`config.mk`:
```
export PLATFORM = sky130hd
export DESIGN_NAME = sync_serial_receive_framing
export DESIGN_NICKNAME = d
export VERILOG_FILES = /design/src/hw/sync_rx_pkg.sv /design/src/hw/sync_serial_receive_framing.sv
export VERILOG_INCLUDE_DIRS = /design/src /design/src/hw
export SDC_FILE = /design/constraint.sdc
export NUM_CORES = 1
export LEC_CHECK = 0
export BUFFER_PORTS_ARGS = -buffer_cell sky130_fd_sc_hd__buf_2
export CAP_MARGIN = 10
export CORE_MARGIN = 3
export CORE_UTILIZATION = 40
export DETAILED_ROUTE_END_ITERATION = 16
export GPL_TIMING_DRIVEN = 1
export SETUP_SLACK_MARGIN = 0.3
export SLEW_MARGIN = 10
export SYNTH_ARGS = -nofsm -noshare
export SYNTH_HDL_FRONTEND = slang
export SYNTH_SLANG_ARGS = --single-unit
```
`constraint.sdc`:
```
create_clock -name hclk -period 9 [get_ports hclk]
set_input_delay 1.8 -clock hclk [delete_from_list [all_inputs] [get_ports hclk]]
set_output_delay 1.8 -clock hclk [all_outputs]
set_load 0.005 [all_outputs]
```
`src/hw/sync_rx_regs.svh`:
```
// register offsets, field positions and reset values for the receive framing block
`ifndef SYNC_RX_REGS_SVH
`define SYNC_RX_REGS_SVH

// byte offsets on the register bus
`define OFS_CONTROL 8'h00
`define OFS_CLOCK_MODE 8'h04
`define OFS_RX_CLOCK_MODE 8'h10
`define OFS_RX_FRAME_MODE 8'h14
`define OFS_TX_CLOCK_MODE 8'h18
`define OFS_RX_HOLDING 8'h20
`define OFS_RX_SYNC_HOLDING 8'h30
`define OFS_RX_COMPARE0 8'h38
`define OFS_RX_COMPARE1 8'h3C
`define OFS_STATUS 8'h40

// control register bits
`define CTL_RX_ENABLE 0
`define CTL_RX_DISABLE 1
`define CTL_SOFT_RESET 15

// receive clock mode fields
`define RCM_SOURCE 1:0
`define RCM_INVERT 5
`define RCM_GATING 7:6
`define RCM_START 11:8
`define RCM_STOP 12
`define RCM_DELAY 23:16
`define RCM_PERIOD 31:24

// receive frame mode fields
`define RFM_WORD_LEN 4:0
`define RFM_LOOP 5
`define RFM_HIGH_FIRST 7
`define RFM_WORDS 11:8
`define RFM_SYNC_LEN 19:16
`define RFM_SHAPE 22:20
`define RFM_EDGE 24
`define RFM_SYNC_UPPER 31:28

// status bits
`define STS_RX_READY 0
`define STS_COMPARE0 1
`define STS_COMPARE1 2
`define STS_SYNC_EVENT 3
`define STS_RX_ENABLED 4

`define RESET_WORD 32'h00000000
`define RESET_DIVIDER 12'h000

`endif

```
`src/hw/sync_rx_pkg.sv`:
```
// types of the receive framing block
`default_nettype none
package sync_rx_pkg;

  typedef enum logic [1:0] {st_idle, st_wait, st_delay, st_data} rx_state_t;

  typedef struct packed {
    logic [5:0] sync1;
    logic [5:0] sync2;
    logic [11:0] divider;
    logic [31:0] rx_clock_mode;
    logic [31:0] rx_frame_mode;
    logic [31:0] tx_clock_mode;
    logic [15:0] compare0;
    logic [15:0] compare1;
    logic [31:0] rx_holding;
    logic [15:0] rx_sync_holding;
    logic rx_en;
    logic dis_pend;
    logic stop_pend;
    logic rx_ready;
    logic sync_event;
    logic cmp0_flag;
    logic cmp1_flag;
    logic a_sel;
    logic a_wr;
    logic [7:0] a_addr;
    logic [31:0] hrdata;
    logic hreadyout;
    logic hresp;
    logic [11:0] div_cnt;
    logic div_clk;
    logic rxck_prev;
    logic rf_prev;
    rx_state_t st;
    logic [7:0] dly_cnt;
    logic [4:0] bit_cnt;
    logic [3:0] word_cnt;
    logic [31:0] word;
    logic [15:0] sync_sh;
    logic [15:0] cmp_sh;
    logic cont;
    logic [8:0] per_cnt;
    logic [8:0] fs_cnt;
    logic toggle;
    logic rf_out;
    logic rf_oe;
    logic tx_clk;
    logic [1:0] dma_size;
  } rx_regs_t;

endpackage : sync_rx_pkg
`default_nettype wire

```
`src/hw/sync_serial_receive_framing.sv`:
```
// receive clock and frame control of the synchronous serial controller, with its register slave
//
// The placing of the registers and the AHB-Lite slave port are this design's own decisions.
`default_nettype none
`include "sync_rx_regs.svh"

module sync_serial_receive_framing (
  // clock and reset
  input wire logic hclk,
  input wire logic hresetn,
  // register bus
  input wire logic hsel,
  input wire logic [31:0] haddr,
  input wire logic [1:0] htrans,
  input wire logic hwrite,
  input wire logic [2:0] hsize,
  input wire logic [31:0] hwdata,
  input wire logic hready,
  output logic hreadyout,
  output logic hresp,
  output logic [31:0] hrdata,
  // serial pins
  input wire logic receive_clock_pin,
  input wire logic receive_frame_sync_pin_in,
  output logic receive_frame_sync_pin_out,
  output logic receive_frame_sync_pin_oe,
  input wire logic rx_data_pin,
  input wire logic transmit_clock_pin,
  input wire logic transmit_frame_sync_pin,
  input wire logic transmit_data_pin,
  // transmitter side and receive DMA size, same clock
  input wire logic transmit_start,
  output logic transmit_clock_selected,
  output logic [1:0] dma_transfer_size
);

  sync_rx_pkg::rx_regs_t cur;
  sync_rx_pkg::rx_regs_t next_cur;

  logic loop_on;
  logic rf_lvl;
  logic rd_lvl;
  logic src_ck;
  logic gated_ck;
  logic ck_rise;
  logic ck_fall;
  logic sample;
  logic drive;
  logic rf_rise;
  logic rf_fall;
  logic [15:0] cmp_mask;
  logic cmp0_hit;
  logic cmp1_hit;
  logic per_evt;
  logic start_evt;
  logic frame_start;
  logic fs_pulse;
  logic bus_take;
  logic [3:0] start_code;
  logic [3:0] sync_len;
  logic [4:0] word_len;

  assign hreadyout = cur.hreadyout;
  assign hresp = cur.hresp;
  assign hrdata = cur.hrdata;
  assign receive_frame_sync_pin_out = cur.rf_out;
  assign receive_frame_sync_pin_oe = cur.rf_oe;
  assign transmit_clock_selected = cur.tx_clk;
  assign dma_transfer_size = cur.dma_size;

  always_comb begin
    next_cur = cur;
    loop_on = cur.rx_frame_mode[`RFM_LOOP];
    start_code = cur.rx_clock_mode[`RCM_START];
    sync_len = cur.rx_frame_mode[`RFM_SYNC_LEN];
    word_len = cur.rx_frame_mode[`RFM_WORD_LEN];
    // pins pass two flops; only the second stage is read below
    next_cur.sync1 = {transmit_data_pin, transmit_frame_sync_pin, transmit_clock_pin,
                      rx_data_pin, receive_frame_sync_pin_in, receive_clock_pin};
    next_cur.sync2 = cur.sync1;

    // divided clock, toggles every divider cycles
    if (cur.divider == 12'h000) begin
      next_cur.div_cnt = 12'h000;
      next_cur.div_clk = 1'b0;
    end else if (cur.div_cnt >= cur.divider - 12'h001) begin
      next_cur.div_cnt = 12'h000;
      next_cur.div_clk = ~cur.div_clk;
    end else begin
      next_cur.div_cnt = cur.div_cnt + 12'h001;
    end

    // in loopback the pin is ignored and the transmit frame sync is seen instead
    rf_lvl = loop_on ? cur.sync2[4] : (cur.rf_oe ? cur.rf_out : cur.sync2[1]);
    rd_lvl = loop_on ? cur.sync2[5] : cur.sync2[2];
    case (cur.rx_clock_mode[`RCM_SOURCE])
      2'h0: src_ck = cur.div_clk;
      2'h1: src_ck = cur.sync2[3];
      2'h2: src_ck = cur.sync2[0];
      default: src_ck = 1'b0;
    endcase
    if (loop_on) begin
      src_ck = cur.sync2[3];
    end
    case (cur.rx_clock_mode[`RCM_GATING])
      2'h0: gated_ck = src_ck;
      2'h1: gated_ck = src_ck & ~rf_lvl;
      2'h2: gated_ck = src_ck & rf_lvl;
      default: gated_ck = 1'b0;
    endcase
    next_cur.rxck_prev = gated_ck;
    ck_rise = gated_ck & ~cur.rxck_prev;
    ck_fall = ~gated_ck & cur.rxck_prev;
    sample = cur.rx_clock_mode[`RCM_INVERT] ? ck_rise : ck_fall;
    drive = cur.rx_clock_mode[`RCM_INVERT] ? ck_fall : ck_rise;

    case (cur.tx_clock_mode[`RCM_SOURCE])
      2'h0: next_cur.tx_clk = cur.div_clk;
      2'h1: next_cur.tx_clk = src_ck;
      2'h2: next_cur.tx_clk = cur.sync2[3];
      default: next_cur.tx_clk = 1'b0;
    endcase

    if (word_len <= 5'h07) begin
      next_cur.dma_size = 2'h0;
    end else if (word_len <= 5'h0F) begin
      next_cur.dma_size = 2'h1;
    end else begin
      next_cur.dma_size = 2'h2;
    end

    // bus address phase; status clears go first so that a same-cycle set wins
    bus_take = hsel & hready & htrans[1];
    next_cur.a_sel = bus_take;
    next_cur.a_wr = hwrite;
    next_cur.a_addr = haddr[7:0];
    if (bus_take && !hwrite) begin
      case (haddr[7:0])
        `OFS_CLOCK_MODE: next_cur.hrdata = {20'h00000, cur.divider};
        `OFS_RX_CLOCK_MODE: next_cur.hrdata = cur.rx_clock_mode;
        `OFS_RX_FRAME_MODE: next_cur.hrdata = cur.rx_frame_mode;
        `OFS_TX_CLOCK_MODE: next_cur.hrdata = cur.tx_clock_mode;
        `OFS_RX_HOLDING: next_cur.hrdata = cur.rx_holding;
        `OFS_RX_SYNC_HOLDING: next_cur.hrdata = {16'h0000, cur.rx_sync_holding};
        `OFS_RX_COMPARE0: next_cur.hrdata = {16'h0000, cur.compare0};
        `OFS_RX_COMPARE1: next_cur.hrdata = {16'h0000, cur.compare1};
        `OFS_STATUS: next_cur.hrdata = {27'h0000000, cur.rx_en, cur.sync_event, cur.cmp1_flag,
                                        cur.cmp0_flag, cur.rx_ready};
        default: next_cur.hrdata = 32'h00000000;
      endcase
      if (haddr[7:0] == `OFS_RX_HOLDING) begin
        next_cur.rx_ready = 1'b0;
      end
      if (haddr[7:0] == `OFS_STATUS) begin
        next_cur.sync_event = 1'b0;
        next_cur.cmp0_flag = 1'b0;
        next_cur.cmp1_flag = 1'b0;
      end
    end

    // frame sync edges and compare shifter, all on sampling edges
    rf_rise = sample & rf_lvl & ~cur.rf_prev;
    rf_fall = sample & ~rf_lvl & cur.rf_prev;
    cmp_mask = (16'h0001 << sync_len) - 16'h0001;
    if (sample || cur.st == sync_rx_pkg::st_idle) begin // idle tracks the resting level, so no false first edge
      next_cur.rf_prev = rf_lvl;
    end
    if (sample) begin
      next_cur.cmp_sh = {cur.cmp_sh[14:0], rd_lvl};
    end
    cmp0_hit = sample && (sync_len != 4'h0) && ((next_cur.cmp_sh & cmp_mask) == (cur.compare0 & cmp_mask));
    cmp1_hit = sample && (sync_len != 4'h0) && ((next_cur.cmp_sh & cmp_mask) == (cur.compare1 & cmp_mask));
    if (cur.rx_frame_mode[`RFM_EDGE] ? rf_fall : rf_rise) begin
      next_cur.sync_event = 1'b1;
    end

    // period frame sync generator
    per_evt = 1'b0;
    if (cur.rx_clock_mode[`RCM_PERIOD] == 8'h00) begin
      next_cur.per_cnt = 9'h000;
    end else if (sample) begin
      if (cur.per_cnt >= {cur.rx_clock_mode[`RCM_PERIOD], 1'b1}) begin
        next_cur.per_cnt = 9'h000;
        per_evt = 1'b1;
      end else begin
        next_cur.per_cnt = cur.per_cnt + 9'h001;
      end
    end

    case (start_code)
      4'h0: start_evt = 1'b1;
      4'h1: start_evt = transmit_start;
      4'h2: start_evt = sample & ~rf_lvl;
      4'h3: start_evt = sample & rf_lvl;
      4'h4: start_evt = rf_fall;
      4'h5: start_evt = rf_rise;
      4'h6: start_evt = rf_rise | rf_fall;
      4'h7: start_evt = rf_rise | rf_fall;
      4'h8: start_evt = cmp0_hit;
      default: start_evt = 1'b0;
    endcase

    frame_start = 1'b0;
    case (cur.st)
      sync_rx_pkg::st_idle: begin
        next_cur.dis_pend = 1'b0;
        if (cur.rx_en) begin
          next_cur.st = sync_rx_pkg::st_wait;
        end
      end
      sync_rx_pkg::st_wait, sync_rx_pkg::st_delay: begin
        if (cur.dis_pend) begin
          next_cur.st = sync_rx_pkg::st_idle;
          next_cur.rx_en = 1'b0;
        end else if (cur.st == sync_rx_pkg::st_wait) begin
          if (start_evt) begin
            frame_start = 1'b1;
            if (start_code == 4'h8) begin
              next_cur.cmp0_flag = 1'b1;
            end
            next_cur.cont = (start_code == 4'h8) && cur.rx_clock_mode[`RCM_STOP];
            next_cur.stop_pend = 1'b0;
            next_cur.bit_cnt = 5'h00;
            next_cur.word_cnt = 4'h0;
            next_cur.word = 32'h00000000;
            next_cur.sync_sh = 16'h0000;
            next_cur.dly_cnt = cur.rx_clock_mode[`RCM_DELAY];
            // a transmitter-linked start takes the same delay path
            if (cur.rx_clock_mode[`RCM_DELAY] != 8'h00) begin
              next_cur.st = sync_rx_pkg::st_delay;
            end else begin
              next_cur.st = sync_rx_pkg::st_data;
            end
          end
        end else if (sample) begin
          // sync data is collected while the start delay runs
          next_cur.sync_sh = {cur.sync_sh[14:0], rd_lvl};
          if (cur.dly_cnt == 8'h01) begin
            next_cur.rx_sync_holding = {cur.sync_sh[14:0], rd_lvl} & cmp_mask;
            next_cur.st = sync_rx_pkg::st_data;
          end else begin
            next_cur.dly_cnt = cur.dly_cnt - 8'h01;
          end
        end
      end
      sync_rx_pkg::st_data: begin
        if (cur.cont && cmp1_hit) begin
          next_cur.stop_pend = 1'b1;
          next_cur.cmp1_flag = 1'b1;
        end
        if (sample) begin
          if (cur.rx_frame_mode[`RFM_HIGH_FIRST]) begin
            next_cur.word = {cur.word[30:0], rd_lvl};
          end else begin
            next_cur.word[cur.bit_cnt] = rd_lvl;
          end
          if (cur.bit_cnt >= word_len) begin
            next_cur.rx_holding = next_cur.word;
            next_cur.rx_ready = 1'b1;
            next_cur.bit_cnt = 5'h00;
            next_cur.word = 32'h00000000;
            next_cur.word_cnt = cur.word_cnt + 4'h1;
            // disabling waits for the end of the word in progress
            if (cur.dis_pend) begin
              next_cur.st = sync_rx_pkg::st_idle;
              next_cur.rx_en = 1'b0;
            end else if (cur.stop_pend || next_cur.stop_pend) begin
              next_cur.st = sync_rx_pkg::st_wait;
              next_cur.cont = 1'b0;
            end else if (cur.word_cnt >= cur.rx_frame_mode[`RFM_WORDS]) begin
              next_cur.word_cnt = 4'h0;
              if (!cur.cont) begin
                next_cur.st = sync_rx_pkg::st_wait;
              end
            end
          end else begin
            next_cur.bit_cnt = cur.bit_cnt + 5'h01;
          end
        end
      end
      default: next_cur.st = sync_rx_pkg::st_idle;
    endcase

    // frame sync output; a running period replaces the per-transfer trigger
    if ((cur.rx_clock_mode[`RCM_PERIOD] != 8'h00) ? per_evt : frame_start) begin
      next_cur.fs_cnt = {5'h00, sync_len} + {1'b0, cur.rx_frame_mode[`RFM_SYNC_UPPER], 4'h0} + 9'h001;
    end else if (drive && cur.fs_cnt != 9'h000) begin
      next_cur.fs_cnt = cur.fs_cnt - 9'h001;
    end
    if (frame_start) begin
      next_cur.toggle = ~cur.toggle;
    end
    fs_pulse = cur.fs_cnt != 9'h000;
    next_cur.rf_oe = 1'b1;
    case (cur.rx_frame_mode[`RFM_SHAPE])
      3'h1: next_cur.rf_out = ~fs_pulse;
      3'h2: next_cur.rf_out = fs_pulse;
      3'h3: next_cur.rf_out = cur.st != sync_rx_pkg::st_data;
      3'h4: next_cur.rf_out = cur.st == sync_rx_pkg::st_data;
      3'h5: next_cur.rf_out = cur.toggle;
      default: begin
        next_cur.rf_out = 1'b0;
        next_cur.rf_oe = 1'b0;
      end
    endcase
    // the pin moves only on drive edges, so a pulse spans whole receive clock periods
    if (!drive && next_cur.rf_oe) begin
      next_cur.rf_out = cur.rf_out;
    end

    // bus data phase: writes land last and override the logic above
    if (cur.a_sel && cur.a_wr) begin
      case (cur.a_addr)
        `OFS_CONTROL: begin
          if (hwdata[`CTL_SOFT_RESET]) begin
            next_cur.divider = `RESET_DIVIDER;
            next_cur.rx_clock_mode = `RESET_WORD;
            next_cur.rx_frame_mode = `RESET_WORD;
            next_cur.tx_clock_mode = `RESET_WORD;
            next_cur.rx_en = 1'b0;
            next_cur.dis_pend = 1'b0;
            next_cur.st = sync_rx_pkg::st_idle;
          end else if (hwdata[`CTL_RX_DISABLE]) begin
            next_cur.dis_pend = 1'b1;
          end else if (hwdata[`CTL_RX_ENABLE]) begin
            next_cur.rx_en = 1'b1;
          end
        end
        `OFS_CLOCK_MODE: next_cur.divider = hwdata[11:0];
        `OFS_RX_CLOCK_MODE: next_cur.rx_clock_mode = hwdata;
        `OFS_RX_FRAME_MODE: next_cur.rx_frame_mode = hwdata;
        `OFS_TX_CLOCK_MODE: next_cur.tx_clock_mode = hwdata;
        `OFS_RX_COMPARE0: next_cur.compare0 = hwdata[15:0];
        `OFS_RX_COMPARE1: next_cur.compare1 = hwdata[15:0];
        default: next_cur.hrdata = cur.hrdata;
      endcase
    end
    next_cur.hreadyout = 1'b1;
    next_cur.hresp = 1'b0;
  end

  always_ff @(posedge hclk or negedge hresetn) begin
    if (!hresetn) begin
      cur <= '0;
    end else begin
      cur <= next_cur;
    end
  end

  a_shape_none_float: assert property (@(posedge hclk) disable iff (!hresetn)
    (cur.rx_frame_mode[22:20] == 3'h0 || cur.rx_frame_mode[22:20] >= 3'h6) |=> !receive_frame_sync_pin_oe)
    else $error("frame sync pin driven with shape none or reserved");
  a_divider_off: assert property (@(posedge hclk) disable iff (!hresetn)
    (cur.divider == 12'h000) |=> !cur.div_clk)
    else $error("divided clock runs with divider zero");
  a_divider_period: assert property (@(posedge hclk) disable iff (!hresetn)
    ($rose(cur.div_clk) && cur.divider == 12'h002 && $stable(cur.divider)) |-> ##1 cur.div_clk ##1 !cur.div_clk)
    else $error("divided clock half period wrong for divider two");
  a_start_reserved: assert property (@(posedge hclk) disable iff (!hresetn)
    (cur.st == sync_rx_pkg::st_wait && cur.rx_clock_mode[11:8] >= 4'h9) |=> cur.st != sync_rx_pkg::st_data
      && cur.st != sync_rx_pkg::st_delay)
    else $error("reserved start code started reception");
  a_gating_reserved: assert property (@(posedge hclk) disable iff (!hresetn)
    (cur.rx_clock_mode[7:6] == 2'h3) |=> !cur.rxck_prev)
    else $error("receive clock runs with reserved gating");
  a_disabled_idle: assert property (@(posedge hclk) disable iff (!hresetn)
    (!cur.rx_en && !$past(cur.rx_en)) |-> cur.st == sync_rx_pkg::st_idle)
    else $error("receiver active while disabled");
  a_dma_byte: assert property (@(posedge hclk) disable iff (!hresetn)
    (cur.rx_frame_mode[4:0] <= 5'h07) |=> dma_transfer_size == 2'h0)
    else $error("dma size not byte for short words");
  a_delay_nonzero: assert property (@(posedge hclk) disable iff (!hresetn)
    (cur.st == sync_rx_pkg::st_wait ##1 cur.st == sync_rx_pkg::st_delay) |-> $past(cur.rx_clock_mode[23:16]) != 8'h00)
    else $error("delay state entered with zero start delay");

endmodule : sync_serial_receive_framing
`default_nettype wire

```
-- Yosys cells after proc, flatten, opt, wreduce, memory -nomap -nowiden
Cells that the tools add are included.
- word-level logic and storage cells: 305
- register bits: 373
- eq/ne operators: 52
- shifts and indexed selects: 1
- muxes and demuxes: 113
- order comparisons: 8
- add/subtract/negate cells: 10
- reduce and logical (&&, ||, !) cells: 56
- bitwise operators: 24
- operator list (operator ; number):
    $pmux 32 s9 ; 1
    $pmux 32 s2 ; 3
    $mux 32 ; 4
    $mux 108 ; 1
    $mux 41 ; 2
    $pmux 41 s2 ; 1
    $mux 67 ; 1
    $and 16x16->16 ; 4
    $mux 57 ; 1
    $mux 1 ; 50
    $eq 8x5->1 const B ; 6
    $eq 8x6->1 const B ; 6
    $mux 16 ; 3
    $mux 9 ; 5
    $mux 36 ; 1
    $mux 2 ; 17
    $bwmux 32 ; 1
    $eq 16x16->1 ; 2
    $ne 2x2->1 const B ; 12
    $pmux 12 s2 ; 1
    $reduce_bool 2->1 ; 11
    $mux 10 ; 2
    $add 9x1->9 const B ; 2
    $eq 4x3->1 const B ; 4
    other kinds (62) ; 123

-- Longest topological paths before layout
- word-level depth: 24
- gate-level depth with buffers: 20
- gate-level depth less buffers: 18

-- Worst setup path after synthesis
Ideal clock, no wire load.
- kind: register to register
- from: register cur[304] in the netlist's numbering
- to: register cur[85] in the netlist's numbering
- clock period less this slack: 4.377 ns
- stages on the path, launching flop included: 18
- path slack: 4.623 ns
- arrival time: 4.253 ns
- cells stage by stage: dfrtp_1 > clkbuf_1 > clkbuf_1 > inv_1 > ha_1 > or4_1 > nand3_1 > o21ai_0 > a32oi_1 > nand4_1 > a2111oi_2 > o211ai_1 > or4_1 > o221ai_2 > o211a_1 > buf_4 > buf_6 > mux2_2
- word-level cells in the longest chain between the ends: 8
- ends and longest elaborated chain (what ; line ; RTL):
    from (decl) ; sync_serial_receive_framing.sv:37 ; sync_rx_pkg::rx_regs_t cur;
    from (signal assigned) ; sync_serial_receive_framing.sv:346 ; cur <= next_cur;
    $shl 1x4->16 ; sync_serial_receive_framing.sv:164 ; cmp_mask = (16'h0001 << sync_len) - 16'h0001;
    $sub 16x1->16 ; sync_serial_receive_framing.sv:164 ;
    $and 16x16->16 ; sync_serial_receive_framing.sv:171 ; cmp0_hit = sample && (sync_len != 4'h0) && ((next_cur.cmp_sh & cmp_mask) == (cur.compare0 & cmp_mask));
    $eq 16x16->1 ; sync_serial_receive_framing.sv:171 ;
    $logic_and 1x1->1 * ; sync_serial_receive_framing.sv:171 ;
    $pmux 1 s8 * ; sync_serial_receive_framing.sv:190 ; case (start_code)
    $ne 2x2->1 (no source line) * ; n/a ;
    $reduce_and 5->1 (no source line) * ; n/a ;
Every way passes the cells marked *; elsewhere a longest branch is shown, timed or not.
A chain may end at the register's enable or synchronous reset.

-- Worst setup path in the final report
- from: register cur[302] in the netlist's numbering
- to: register cur[62] in the netlist's numbering
The elaborated chain is that of the path after synthesis.

==> impl_metrics.env <==
export IMPL_fp_dieW_um=228
export IMPL_htree_levels=2
export IMPL_peakVddDrop_v=0.000171
export IMPL_synth_top_area_share=0.471
export IMPL_path_max_fanout=39
export IMPL_drt_iter0_drc=1480
export IMPL_relSlewSlack=0.271
export IMPL_ys_warnings_count=0
export IMPL_synthTopCellsByCount="dfrtp_1 (372), nand2_1 (365), o21ai_0 (210)"
export IMPL_cts_resized=0
export IMPL_leakagePower_uw=0.00953
export IMPL_final_antenna_net_count=0
export IMPL_min_period_ns=6.24
export IMPL_rsz0062_at_grt="false"
export IMPL_hold_violations=0
export IMPL_avgSynthCellArea_um2=9.26
export IMPL_worst_slew_pin_slew_ns=1.08
export IMPL_dr_wl_met2_mm=27.8
export IMPL_critPathCaptureType="flop"
export IMPL_crit_type="flop to flop"
export IMPL_grt_first_pass_wirelength_mm=97.0
export IMPL_drc_errors=0
export IMPL_grt_start_max_net_pins=166
export IMPL_drv_slew=0
export IMPL_overflow=0
export IMPL_wl_per_cell_um=22.1
export IMPL_whs_path_depth=0
export IMPL_cts_num_sinks=372
export IMPL_viasPerCell=5.82
export IMPL_fin_util=0.456
export IMPL_cts_max_path_buffers=3
export IMPL_wl_met3_mm=4.93
export IMPL_timing_fmax_ghz=0.160
export IMPL_drive_above_1_share=0.132
export IMPL_num_io_pins=120
export IMPL_cts_setup_buffers=0
export IMPL_critPathLaunchType="flop"
export IMPL_cts_root_buffer="clkbuf_16"
export IMPL_first_global_vias=16100
export IMPL_antenna_found_initial=3
export IMPL_r2r_cells=18
export IMPL_holdWs_ns=0.353
export IMPL_start_util=0.410
export IMPL_routed_wl_mm=62.4
export IMPL_r2r_slack_ns=2.76
export IMPL_cap_viol_max_count=0
export IMPL_area_growth_pct=11.3
export IMPL_worstPathRequired_ns=9.45
export IMPL_hold_buffers=0
export IMPL_rr_endpoint="cur[62]$_DFFE_PN0P_"
export IMPL_syn_instance_count=2137
export IMPL_coreArea_mm2=0.0482
export IMPL_die_y_um=228
export IMPL_r2r_start="cur[302]$_DFFE_PN0P_"
export IMPL_dr_total_vias=16400
export IMPL_status="finished clean"
export IMPL_worstSkewPairLatency_ns=0.58
export IMPL_top_layer_used="met5"
export IMPL_synth_top_area_cell="dfrtp_1"
export IMPL_p_per_area_mw_per_mm2=190
export IMPL_synth_enable_flop_cells=0
export IMPL_final_net_count=2271
export IMPL_period_share=0.693
export IMPL_firstDrtPassIters=8
export IMPL_gp_congestion=0.909
export IMPL_synth_cell_types=80
export IMPL_yosysMostFrequentCell="dfrtp_1"
export IMPL_cts_buffers=42
export IMPL_grt_use_total=0.237
export IMPL_finalSetupViolCount=0
export IMPL_synth_seq_area_share=0.471
export IMPL_setup_tns_ns=0
export IMPL_arrival_ns=6.69
export IMPL_cts_tree="yes"
export IMPL_synth_area_mm2=0.0198
export IMPL_mappedNetlistNets=2272
export IMPL_crit_end="cur[62]$_DFFE_PN0P_"
export IMPL_port_buffers=90
export IMPL_synth_main_ff_cell="dfrtp_1"
export IMPL_fin_worst_skew_ns=0.0231
export IMPL_core_rowCount=80
export IMPL_async_reset_ff_frac=1.00
export IMPL_synthTopCellsByArea="dfrtp_1 (47%), nand2_1 (6.9%), o21ai_0 (5.3%), mux2_2 (3.9%), ha_1 (3.4%)"
export IMPL_timing_critical_path_from="cur[302]$_DFFE_PN0P_"
export IMPL_ys_ff_latch=372
export IMPL_die_area_mm2=0.0522
export IMPL_wl_met1_mm=27.4
export IMPL_clk_pin_slew_worst_paths_ns=0.07
export IMPL_hp_class="flop to flop"
export IMPL_place_hpwl_mm=42.9
[per-layer routing]
layer	track usage	vias to the layer above
li1	-	7619
met1	0.322	8127
met2	0.366	583
met3	0.0612	108
met4	0.0848	4
met5	0	-
[registers in the layout (all words and copies together), names as in the netlist]
signal / flops
receive_frame_sync_pin_out: 1
cur: 334
hrdata: 32
transmit_clock_selected: 1
hreadyout: 1
receive_frame_sync_pin_oe: 1
dma_transfer_size: 2
[worst min-delay path by stage]
stage               slack (ns)               start                  to
floorplan                 0.33  cur[368]$_DFF_PN0_  cur[362]$_DFF_PN0_
global placement          0.34  cur[369]$_DFF_PN0_  cur[363]$_DFF_PN0_
detailed placement        0.34  cur[371]$_DFF_PN0_  cur[365]$_DFF_PN0_
CTS                       0.35  cur[372]$_DFF_PN0_  cur[366]$_DFF_PN0_
global route              0.35  cur[372]$_DFF_PN0_  cur[366]$_DFF_PN0_
finish                    0.35  cur[372]$_DFF_PN0_  cur[366]$_DFF_PN0_
[cell usage in the layout (no fill, tap or decap), types with 7 or more instances in the layout]
cell and n:
xor2_1 33, o211ai_1 9, a211oi_1 7, nor2_1 123
and3_1 18, nand4_1 13, a21oi_1 110, nand3b_1 10
nor4_1 18, a22o_1 22, a221oi_1 7, a21boi_0 16
a31oi_1 12, o21ai_0 210, a222oi_1 26, clkbuf_1 12
a311oi_1 25, ha_1 54, o31ai_1 27, nand3_1 57
mux2i_1 24, buf_2 89, nor3b_1 10, inv_1 62
xnor2_1 21, dfrtp_1 371, nand2b_1 29, nand2_1 363
clkbuf_16 45, mux2_2 69, a22oi_1 41, a21o_1 20
nor3_1 35, buf_4 29, nor2b_1 17
[critical path: stages (launching register included)]
cell	delay [ns]
dfrtp_1	0.45
inv_1	0.16
ha_1	0.54
inv_1	0.19
nor3_1	0.66
inv_1	0.28
ha_1	0.44
nand2b_1	0.19
nor4_1	0.12
a21oi_1	0.15
o311a_1	0.22
nand4_1	0.12
a2111oi_2	0.43
o211ai_1	0.31
or4_1	0.49
o221ai_2	0.25
o211a_1	0.20
buf_4	0.45
mux2_2	0.40
[metrics by stage]
step | std cells | worst slack (ns) | power [µW] | instance area [µm²]
final | 2826 | 2.76 | 4170 | 22000
after global routing | 2825 | 2.60 | 4340 | 22000
after CTS | 2825 | 2.83 | 4200 | 22000
after detailed placement | 2748 | 2.86 | 2390 | 20600
after global placement | 2748 | 2.93 | 2380 | 20600
after floorplan | 2137 | 4.62 | 2210 | 19800
[layout make-up]
class	instances	area, µm²
Fill cell	4678	26200
Inverter	62	233
Timing Repair Buffer	120	698
Multi-Input combinational cell	1538	9520
Tap cell	656	821
Sequential cell	372	9310
Clock inverter	14	183
Clock buffer	63	1250
Antenna cell	1	2.50
[where the power goes]
part           switching (µW)  internal, µW
Combinational             368           215
Sequential               62.3          1720
Clock                     731          1080
Total                    1160          3010
[cell families (layout without fill, tap and decap cells)]
kind of cell    Yosys count  count (layout)  share of synthesized area
mux                      98              98                     0.0555
flops                   372             372                      0.471
other cells               2               3                   0.000380
simple gates            736             736                      0.168
xor+xnor                 54              54                     0.0239
compound gates          594             594                      0.196
fa+ha+maj                54              54                     0.0342
buf+inv                 227             259                     0.0516
Note: power is estimated with default switching activity, not from simulation.
